### config.mk
export PLATFORM = sky130hd
export DESIGN_NAME = rcr_top
export DESIGN_NICKNAME = d
export VERILOG_FILES = /design/src/rtl/rcr_pkg.sv /design/src/rtl/rcr_top.sv
export SDC_FILE = /design/constraint.sdc
export NUM_CORES = 1
export LEC_CHECK = 0
export BUFFER_PORTS_ARGS = -buffer_cell sky130_fd_sc_hd__buf_4
export CORE_MARGIN = 2
export CORE_UTILIZATION = 41
export DETAILED_ROUTE_END_ITERATION = 10
export GPL_TIMING_DRIVEN = 0
export PLACE_DENSITY = 0.6
export SLEW_MARGIN = 20
export SYNTH_ARGS = -nofsm -noshare
export SYNTH_HDL_FRONTEND = slang
export SYNTH_SLANG_ARGS = --single-unit
### constraint.sdc
create_clock -name mclk -period 2.81 [get_ports mclk]
set_input_delay 0.1405 -clock mclk [delete_from_list [all_inputs] [get_ports mclk]]
set_output_delay 0.1405 -clock mclk [all_outputs]
set_load 0.02 [all_outputs]
### src/rtl/rcr_pkg.sv
package rcr_pkg;

    // --------------------------------------------------------------
    // Serial port
    // --------------------------------------------------------------
    localparam logic [6:0] DEV_ADDR_BASE = 7'h3c;
    localparam logic [6:0] DEV_ADDR_DDR = 7'h3d;

    // --------------------------------------------------------------
    // Register offsets
    // --------------------------------------------------------------
    localparam logic [7:0] OFS_CONTROL_A = 8'h01;
    localparam logic [7:0] OFS_AUX_LINEAR_REGULATOR_CONTROL = 8'h09;
    localparam logic [7:0] OFS_REF_CODE_A = 8'h0a;
    localparam int NUM_BUCK = 4;

    // --------------------------------------------------------------
    // Step-down control fields
    // --------------------------------------------------------------
    localparam int BK_FAST_SLEW = 0;
    localparam int BK_KEEP_STBY = 1;
    localparam int BK_FREQ_ALT = 2;
    localparam int BK_PHASE2 = 3;
    localparam int BK_START_LOW = 4;
    localparam int BK_MODE_LSB = 5;
    localparam int BK_FORCE_ON = 7;
    localparam logic [7:0] BK_CTRL_RST = 8'h00;
    localparam logic [7:0] BK1_CTRL_RST_DDR = 8'h40;
    localparam logic [1:0] MODE_PULSE_SKIP = 2'h0;
    localparam logic [1:0] MODE_BURST = 2'h1;
    localparam logic [1:0] MODE_FORCED_CONT = 2'h2;
    localparam logic [1:0] MODE_INVALID = 2'h3;

    // --------------------------------------------------------------
    // Reference DAC: mV = code * 12.5 + 412.5
    // --------------------------------------------------------------
    localparam logic [4:0] REF_CODE_RST = 5'h19;
    localparam int DAC_STEP_UV = 12500;
    localparam int DAC_BASE_UV = 412500;

    // --------------------------------------------------------------
    // Aux linear regulator control fields
    // --------------------------------------------------------------
    localparam int LD_KEEP_STBY = 0;
    localparam int LD_START_LOW = 1;
    localparam int LD_ENABLE = 2;
    localparam int LD_VSEL_LSB = 3;
    localparam logic [7:0] AUX_LINEAR_REGULATOR_CTRL_RST = 8'h00;
    localparam logic [7:0] AUX_LINEAR_REGULATOR_CTRL_MASK = 8'h1f;

    typedef enum logic [7:0] {
        ST_IDLE = 8'h01,
        ST_ADDR = 8'h02,
        ST_AACK = 8'h04,
        ST_PTR = 8'h08,
        ST_PACK = 8'h10,
        ST_WDATA = 8'h20,
        ST_WACK = 8'h40,
        ST_RDATA = 8'h80
    } rcr_state_type;

endpackage

### src/rtl/rcr_top.sv
`timescale 1ns/100ps
module rcr_top
    import rcr_pkg::*;
#(
    parameter bit DDR_VARIANT = 1'b0
) (
    // Clock and reset
    input wire logic mclk,
    input wire logic sys_rst,
    // Serial port pins
    input wire logic scl_in,
    input wire logic sda_in,
    output logic sda_out,
    output logic sda_oe,
    // Regulator pins and analog status
    input wire logic aux_linear_regulator_enable_pin,
    input wire logic aux_linear_regulator_out_low,
    input wire logic [NUM_BUCK-1:0] buck_enable_pin,
    input wire logic [NUM_BUCK-1:0] buck_out_low,
    input wire logic standby,
    // Aux linear regulator controls
    output logic aux_linear_regulator_on,
    output logic [1:0] aux_linear_regulator_vsel,
    // Step-down controls
    output logic [NUM_BUCK-1:0] buck_on,
    output logic [2*NUM_BUCK-1:0] buck_mode,
    output logic [5*NUM_BUCK-1:0] buck_reference_code,
    output logic [NUM_BUCK-1:0] buck_freq_low,
    output logic [NUM_BUCK-1:0] buck_phase2,
    output logic [NUM_BUCK-1:0] buck_fast_slew
);

    localparam int NPIN = 4 + 2 * NUM_BUCK;
    localparam logic [6:0] MY_ADDR = DDR_VARIANT ? DEV_ADDR_DDR : DEV_ADDR_BASE;

    function automatic logic [7:0] ctrl_reset(input int idx);
        return (DDR_VARIANT && idx == 0) ? BK1_CTRL_RST_DDR : BK_CTRL_RST;
    endfunction

    // --------------------------------------------------------------
    // Pin synchronisers
    // --------------------------------------------------------------
    logic [NPIN-1:0] s1_q, s2_q, s3_q, filt_q, filt_d, pins;
    assign pins = {buck_out_low, buck_enable_pin, aux_linear_regulator_out_low, aux_linear_regulator_enable_pin, sda_in, scl_in};

    always_comb begin
        for (int i = 0; i < NPIN; i++) begin
            filt_d[i] = (s2_q[i] == s3_q[i]) ? s3_q[i] : filt_q[i];
        end
    end

    always_ff @(posedge mclk) begin
        s1_q <= pins;
        s2_q <= s1_q;
        s3_q <= s2_q;
        if (sys_rst) begin
            filt_q <= {{(NPIN-2){1'b0}}, 2'h3};
        end else begin
            filt_q <= filt_d;
        end
    end

    logic scl_f, sda_f, scl_prev_q, sda_prev_q;
    logic ldo_pin_f, ldo_low_f;
    logic [NUM_BUCK-1:0] bk_pin_f, bk_low_f;
    assign scl_f = filt_q[0];
    assign sda_f = filt_q[1];
    assign ldo_pin_f = filt_q[2];
    assign ldo_low_f = filt_q[3];
    assign bk_pin_f = filt_q[4 +: NUM_BUCK];
    assign bk_low_f = filt_q[4 + NUM_BUCK +: NUM_BUCK];

    // --------------------------------------------------------------
    // Serial register port
    // --------------------------------------------------------------
    rcr_state_type st_q, st_d;
    logic [3:0] bit_q, bit_d;
    logic [7:0] sh_q, sh_d, ptr_q, ptr_d;
    logic oe_q, oe_d, rw_q, rw_d, wr_en;
    logic [7:0] ctrl_q [NUM_BUCK];
    logic [4:0] ref_q [NUM_BUCK];
    logic [7:0] ldo_q;
    logic [7:0] rd_byte;
    logic sda_out_q;
    logic scl_rise, scl_fall, start_cond, stop_cond;

    assign scl_rise = scl_f && !scl_prev_q;
    assign scl_fall = !scl_f && scl_prev_q;
    assign start_cond = scl_f && scl_prev_q && !sda_f && sda_prev_q;
    assign stop_cond = scl_f && scl_prev_q && sda_f && !sda_prev_q;

    function automatic logic [7:0] reg_read(input logic [7:0] a);
        logic [7:0] r;
        r = 8'h00;
        for (int i = 0; i < NUM_BUCK; i++) begin
            if (a == OFS_CONTROL_A + 8'(i)) r = ctrl_q[i];
            if (a == OFS_REF_CODE_A + 8'(i)) r = {3'h0, ref_q[i]};
        end
        if (a == OFS_AUX_LINEAR_REGULATOR_CONTROL) r = ldo_q;
        return r;
    endfunction

    always_comb begin
        st_d = st_q;
        bit_d = bit_q;
        sh_d = sh_q;
        ptr_d = ptr_q;
        oe_d = oe_q;
        rw_d = rw_q;
        wr_en = 1'b0;
        rd_byte = reg_read(ptr_q);
        if (start_cond) begin
            st_d = ST_ADDR;
            bit_d = 4'h0;
            oe_d = 1'b0;
        end else if (stop_cond) begin
            st_d = ST_IDLE;
            oe_d = 1'b0;
        end else if (scl_rise) begin
            if (st_q == ST_RDATA && bit_q == 4'h8) begin
                if (sda_f) begin
                    st_d = ST_IDLE;
                end else begin
                    bit_d = 4'h0;
                    ptr_d = ptr_q + 8'h01;
                    sh_d = reg_read(ptr_q + 8'h01);
                end
            end else if (st_q == ST_ADDR || st_q == ST_PTR || st_q == ST_WDATA) begin
                sh_d = {sh_q[6:0], sda_f};
                bit_d = bit_q + 4'h1;
            end else if (st_q == ST_RDATA) begin
                bit_d = bit_q + 4'h1;
            end
        end else if (scl_fall) begin
            case (st_q)
                ST_ADDR: begin
                    if (bit_q == 4'h8) begin
                        if (sh_q[7:1] == MY_ADDR) begin
                            st_d = ST_AACK;
                            oe_d = 1'b1;
                            rw_d = sh_q[0];
                        end else begin
                            st_d = ST_IDLE;
                        end
                    end
                end
                ST_AACK: begin
                    bit_d = 4'h0;
                    if (rw_q) begin
                        st_d = ST_RDATA;
                        oe_d = ~rd_byte[7];
                        sh_d = {rd_byte[6:0], 1'b0};
                    end else begin
                        st_d = ST_PTR;
                        oe_d = 1'b0;
                    end
                end
                ST_PTR: begin
                    if (bit_q == 4'h8) begin
                        st_d = ST_PACK;
                        ptr_d = sh_q;
                        oe_d = 1'b1;
                    end
                end
                ST_WDATA: begin
                    if (bit_q == 4'h8) begin
                        st_d = ST_WACK;
                        wr_en = 1'b1;
                        ptr_d = ptr_q + 8'h01;
                        oe_d = 1'b1;
                    end
                end
                ST_PACK, ST_WACK: begin
                    st_d = ST_WDATA;
                    bit_d = 4'h0;
                    oe_d = 1'b0;
                end
                ST_RDATA: begin
                    if (bit_q == 4'h8) begin
                        oe_d = 1'b0;
                    end else begin
                        oe_d = ~sh_q[7];
                        sh_d = {sh_q[6:0], 1'b0};
                    end
                end
                default: begin
                    st_d = ST_IDLE;
                    oe_d = 1'b0;
                end
            endcase
        end
    end

    always_ff @(posedge mclk) begin
        if (sys_rst) begin
            st_q <= ST_IDLE;
            sda_out_q <= 1'b0;
            bit_q <= 4'h0;
            sh_q <= 8'h00;
            ptr_q <= 8'h00;
            oe_q <= 1'b0;
            rw_q <= 1'b0;
            scl_prev_q <= 1'b1;
            sda_prev_q <= 1'b1;
        end else begin
            st_q <= st_d;
            sda_out_q <= 1'b0;
            bit_q <= bit_d;
            sh_q <= sh_d;
            ptr_q <= ptr_d;
            oe_q <= oe_d;
            rw_q <= rw_d;
            scl_prev_q <= scl_f;
            sda_prev_q <= sda_f;
        end
    end

    assign sda_oe = oe_q;
    assign sda_out = sda_out_q;

    // --------------------------------------------------------------
    // Aux linear regulator
    // --------------------------------------------------------------
    logic [7:0] ldo_d;
    logic ldo_on_q, ldo_on_d, ldo_req;

    always_comb begin
        ldo_d = ldo_q;
        if (wr_en && ptr_q == OFS_AUX_LINEAR_REGULATOR_CONTROL) begin
            ldo_d = sh_q & AUX_LINEAR_REGULATOR_CTRL_MASK;
        end
        // Base variant ORs in the pin; the DDR part has the pin but ignores it.
        ldo_req = ldo_q[LD_ENABLE] || (!DDR_VARIANT && ldo_pin_f);
        if (!ldo_req || (standby && !ldo_q[LD_KEEP_STBY])) begin
            ldo_on_d = 1'b0;
        end else if (ldo_on_q) begin
            ldo_on_d = 1'b1;
        end else begin
            ldo_on_d = !ldo_q[LD_START_LOW] || ldo_low_f;
        end
    end

    always_ff @(posedge mclk) begin
        if (sys_rst) begin
            ldo_q <= AUX_LINEAR_REGULATOR_CTRL_RST;
            ldo_on_q <= 1'b0;
        end else begin
            ldo_q <= ldo_d;
            ldo_on_q <= ldo_on_d;
        end
    end

    assign aux_linear_regulator_on = ldo_on_q;
    assign aux_linear_regulator_vsel = ldo_q[LD_VSEL_LSB +: 2];

    // --------------------------------------------------------------
    // Step-down regulators
    // --------------------------------------------------------------
    for (genvar g = 0; g < NUM_BUCK; g++) begin : g_buck
        logic [7:0] ctrl_d;
        logic [4:0] ref_d;
        logic on_q, on_d, req, freq_q;

        always_comb begin
            ctrl_d = ctrl_q[g];
            ref_d = ref_q[g];
            if (wr_en && ptr_q == OFS_CONTROL_A + 8'(g)) begin
                ctrl_d = sh_q;
                if (sh_q[BK_MODE_LSB +: 2] == MODE_INVALID) begin
                    ctrl_d[BK_MODE_LSB +: 2] = ctrl_q[g][BK_MODE_LSB +: 2];
                end
            end
            if (wr_en && ptr_q == OFS_REF_CODE_A + 8'(g)) begin
                ref_d = sh_q[4:0];
            end
            req = bk_pin_f[g] || ctrl_q[g][BK_FORCE_ON];
            if (!req || (standby && !ctrl_q[g][BK_KEEP_STBY])) begin
                on_d = 1'b0;
            end else if (on_q) begin
                on_d = 1'b1;
            end else begin
                on_d = !ctrl_q[g][BK_START_LOW] || bk_low_f[g];
            end
        end

        always_ff @(posedge mclk) begin
            if (sys_rst) begin
                ctrl_q[g] <= ctrl_reset(g);
                ref_q[g] <= REF_CODE_RST;
                on_q <= 1'b0;
                freq_q <= DDR_VARIANT && g == 0;
            end else begin
                ctrl_q[g] <= ctrl_d;
                ref_q[g] <= ref_d;
                on_q <= on_d;
                // The DDR part reads the frequency bit of its first regulator with inverted sense.
                freq_q <= ctrl_d[BK_FREQ_ALT] ^ (DDR_VARIANT && g == 0);
            end
        end

        assign buck_on[g] = on_q;
        assign buck_mode[2*g +: 2] = ctrl_q[g][BK_MODE_LSB +: 2];
        assign buck_reference_code[5*g +: 5] = ref_q[g];
        assign buck_freq_low[g] = freq_q;
        assign buck_phase2[g] = ctrl_q[g][BK_PHASE2];
        assign buck_fast_slew[g] = ctrl_q[g][BK_FAST_SLEW];
    end

    // --------------------------------------------------------------
    // Checks
    // --------------------------------------------------------------
    property p_ldo_ddr_reg_only;
        @(posedge mclk) disable iff (sys_rst) (DDR_VARIANT && !ldo_q[LD_ENABLE]) |=> !aux_linear_regulator_on;
    endproperty
    a_ldo_ddr_reg_only: assert property (p_ldo_ddr_reg_only) else $error("aux on without enable bit");
    property p_ldo_pin_follow;
        @(posedge mclk) disable iff (sys_rst)
            (!DDR_VARIANT && !ldo_q[LD_ENABLE] && !ldo_pin_f) |=> !aux_linear_regulator_on;
    endproperty
    a_ldo_pin_follow: assert property (p_ldo_pin_follow) else $error("aux on with pin low");
    property p_ldo_standby;
        @(posedge mclk) disable iff (sys_rst) (standby && !ldo_q[LD_KEEP_STBY]) |=> !aux_linear_regulator_on;
    endproperty
    a_ldo_standby: assert property (p_ldo_standby) else $error("aux on in standby");
    property p_ldo_start_low;
        @(posedge mclk) disable iff (sys_rst) (!aux_linear_regulator_on && ldo_q[LD_START_LOW] && !ldo_low_f) |=> !aux_linear_regulator_on;
    endproperty
    a_ldo_start_low: assert property (p_ldo_start_low) else $error("aux started above threshold");
    property p_buck_force;
        @(posedge mclk) disable iff (sys_rst)
            (ctrl_q[0][BK_FORCE_ON] && !standby && !ctrl_q[0][BK_START_LOW]) [*2] |-> buck_on[0];
    endproperty
    a_buck_force: assert property (p_buck_force) else $error("forced step-down not on");
    property p_ref_reset;
        @(posedge mclk) $fell(sys_rst) |-> (buck_reference_code == {NUM_BUCK{REF_CODE_RST}});
    endproperty
    a_ref_reset: assert property (p_ref_reset) else $error("reference code reset wrong");
    property p_freq_reset;
        @(posedge mclk) $fell(sys_rst) |-> (buck_freq_low == {3'h0, DDR_VARIANT} && buck_fast_slew == 4'h0);
    endproperty
    a_freq_reset: assert property (p_freq_reset) else $error("frequency or slew reset wrong");
    property p_mode_legal;
        @(posedge mclk) disable iff (sys_rst) buck_mode[1:0] != MODE_INVALID;
    endproperty
    a_mode_legal: assert property (p_mode_legal) else $error("illegal mode code");
    property p_ctrl_write;
        @(posedge mclk) disable iff (sys_rst)
            (wr_en && ptr_q == OFS_CONTROL_A) |=> (buck_fast_slew[0] == $past(sh_q[BK_FAST_SLEW])
                && buck_phase2[0] == $past(sh_q[BK_PHASE2]));
    endproperty
    a_ctrl_write: assert property (p_ctrl_write) else $error("control write not applied");
    property p_hold;
        @(posedge mclk) disable iff (sys_rst) !wr_en |=> ($stable(buck_reference_code) && $stable(aux_linear_regulator_vsel));
    endproperty
    a_hold: assert property (p_hold) else $error("field changed without write");

endmodule

==> flow_summary.toml <==
[run_status]
status = "finished, final reports clean"

[sta]
tightest_slew_ns = 1.025
final-setup-viol-count = 0
rsz0062_at_grt = "yes"
setup_slack_ns = 0.02761
finalSetupTns_ns = 0
timing.final.crit_period_ns = 2.782
skew_ns = 0.01507
fmaxAchievable_ghz = 0.3594
finalHoldViolations = 0
hold_slack_ns = 0.1407
slew_headroom_pct = 31.68
drv_slew = 0
min_period_over_period_pct = 99.02

[global_route]
antenna_found_initial = 1
grt_overflow_total = 0
grt_first_pass_wirelength_um = 38320
grt_pass1_vias = 6591
grt_max_degree = 19
grt.total_usage_pct = 27.31

[clocking]
clock-sinks = 142
cts_tree = "yes"
clk_pin_slew_worst_paths_ns = 0.08
clk_path_buf_depth = 2
clockRootBuffer = "clkbuf_16"
cts_buffers = 17
clk_latency_ns = 0.44
cts_htree_levels = 4

[floorplanning]
ios = 64
die_h_um = 137.3
core_sq_um = 17360
die_area_sq_um = 18850
fp.dieW_um = 137.3
rows = 48
start_util_pct = 41.96

[logic_synthesis]
synth-edff-count = 0
synthArstFlopShare_pct = 0
syn_inst = 903
synth_area_per_cell_sq_um = 8.066
synth-seq-cells = 142
ys_seq_area_share_pct = 39.03
syn_area_sq_um = 7283
syn_nets = 928
synth_flop_cell = "dfxtp_1"
synth.distinct_cells = 79
ys.warnings.count = 0

[final_layout]
multiInputGateArea_sq_um = 4064
nets = 1030
num-fill-cells = 1673
layout_commonest_cell = "dfxtp_1"
regArea_sq_um = 2850
layout_common_cells = "dfxtp_1, nor2_1, buf_4"
antenna_cells_inserted = 0
area_delta_synth_final_pct = 24.53
drive_above_1_share_pct = 19.35

[power_and_ir_drop]
power_per_cell_area_nw_per_um2 = 507.5
ir_drop_mv = 0.4057
leakagePower_nw = 3.538
pwr-share-comb_pct = 4.4
intPower_w = 0.003345
clock_power_share_pct = 50.5
swShare_pct = 27.33
pwr-share-seq_pct = 45.2
p_sw_w = 0.001258

[setup_path]
cpMaxStageDelayCell = "a2111oi_0"
r2r-end = "sh_q[3]"
path_cells = "buf_2 -> nor4_4 -> nand2_1 -> a2111oi_0 -> a2111oi_2 -> o21ai_0 -> a311o_1 -> o41ai_2"
critPathBufInv = 1
worstPathArrival_ns = 3.09
worst-r2r-setup-slack_ns = 0.03
crit_fanout = 10
slowest_delay_ns = 0.71
startpoint = "ptr_q[4]"
required_ns = 3.12
start_kind = "register"
cp_top_family = "compound AO/OA/AOI/OAI gates"
reg2reg_from = "ptr_q[4]"
endpoint_kind = "register"
rr_worst_depth = 8
cp_num_cells = 8
critical_path_class = "register to register"

[detailed_routing]
vias = 7276
avgRoutedWirePerCell_um = 20.21
drc = 0
initialDrtViolationCount = 807
routed_wirelength_um = 25130
drt_pass1_iterations = 5
via_per_inst = 5.854
antenna_left = 0

[hold_path]
min_delay_path_depth = 3
hold_start = "sys_rst"
holdPathEnd = "sda_prev_q"
hp-class = "input pin to register"

[placed_design]
pre_cts_slack_ns = -0.4888
place_hpwl_um = 18200
port-buffer-count = 61
gp_congestion = 0.9761

[job]
max_cap_viol_count = 0
## tightest hold or removal path: stages
cell      delay, ns
clkbuf_1       0.18
nor2_1         0.13
inv_1          0.07
## metal layers
metal | track usage [%] | vias to the layer above | routed length [um]
met1 | 37.44 | 3463 | 11290
met2 | 41.90 | 323 | 11070
met3 | 5.224 | 58 | 1847
met5 | 0 | - | 16
li1 | - | 3430 | -
met4 | 11.63 | 2 | 902
## state kept, by name, indices dropped and copies added (netlist names), 3 cells and up
signal,cells
ctrl_q,29
ref_q,20
filt_q,12
s1_q,12
s2_q,12
s3_q,12
ptr_q,8
sh_q,8
st_q,8
ldo_q,5
bit_q,4
g_buck.on_q,4
g_buck.freq_q,3
## synthesized netlist by cell type (4+ instances only)
library cell / n / area share (%)
and2_1: 6 / 0.52
o21bai_1: 6 / 0.62
inv_1: 23 / 1.2
or2_2: 4 / 0.34
mux2i_1: 38 / 5.2
ha_1: 10 / 1.7
nand3_1: 35 / 2.4
or3_1: 9 / 0.77
o22ai_1: 11 / 0.94
o221ai_1: 4 / 0.48
nor3b_1: 4 / 0.41
o21ai_1: 5 / 0.34
buf_1: 7 / 0.36
xor2_1: 4 / 0.48
nor4_1: 7 / 0.60
a21oi_1: 72 / 4.9
or4_1: 4 / 0.41
nand2b_1: 6 / 0.52
buf_2: 14 / 0.96
and3_1: 10 / 0.86
nand2_1: 81 / 4.2
o31ai_1: 6 / 0.62
a22oi_1: 8 / 0.82
clkbuf_1: 40 / 2.1
a211o_1: 15 / 1.8
o21ai_0: 45 / 3.1
nand4_1: 12 / 1.0
a31oi_1: 10 / 0.86
nor2b_1: 9 / 0.77
a21o_1: 4 / 0.41
nor3_1: 26 / 1.8
nor2_1: 114 / 5.9
dfxtp_1: 142 / 39
buf_4: 30 / 3.1
a211oi_1: 11 / 1.1
a311oi_1: 4 / 0.48
xnor2_1: 5 / 0.60
## logic make-up after synthesis
kind of cell | Yosys count | share of synthesized area, %
buf+inv | 115 | 7.713
fa+ha+maj | 10 | 1.718
flops | 142 | 39.03
mux | 40 | 5.532
other cells | 1 | 0.05149
simple gates | 345 | 23.19
compound gates | 241 | 21.68
xor+xnor | 9 | 1.082
## through the flow
step	instance area (sq um)	util, %	std cells	power [W]
2_1_floorplan	7283	-	903	0.002237
3_3_place_gp	8023	46.22	1189	0.002308
3_5_place_dp	8023	46.22	1189	0.002312
4_1_cts	8946	51.54	1240	0.004630
5_1_grt	9070	52.26	1243	0.004748
6_report	9070	52.26	1243	0.004603
## area by class of cell
type,instances,share of cell area [%]
buffer,89,5.325
clock buffer,17,4.690
clock inverter,15,2.152
inverter,24,0.9932
multi-input combinational,646,44.81
sequential,142,31.42
tap,225,3.104
timing repair buffer,85,7.504
## how the worst max path moves through the flow
| stage | end | slack [ns] |
|---|---|---|
| after floorplan | sh_q[1] | 0.21 |
| final | sh_q[3] | 0.03 |
| after global routing | sh_q[3] | -0.02 |
| after CTS | sh_q[4] | 0.004 |
| after detailed placement | ctrl_q[1][6] | -0.49 |
| after global placement | ctrl_q[1][6] | -0.49 |
## power by group through the flow
stage | Sequential (W) | Clock, W | Combinational [W]
4_1_cts | 0.00208 | 0.00235 | 0.000199
5_1_grt | 0.00208 | 0.00245 | 0.000217
3_3_place_gp | 0.00213 | 0 | 0.000183
6_report | 0.00208 | 0.00232 | 0.000201
2_1_floorplan | 0.00212 | 0 | 0.000117
3_5_place_dp | 0.00213 | 0 | 0.000184
## repair_timing
action	in CTS	in global routing
endpoints found under the hold margin	12	0
pin swaps	6	2
buffers inserted	7	5
gates resized for setup	28	22
hold buffers	12	0
endpoints found under the setup margin	66	54
No activity file was read; power rests on OpenSTA's default activity.
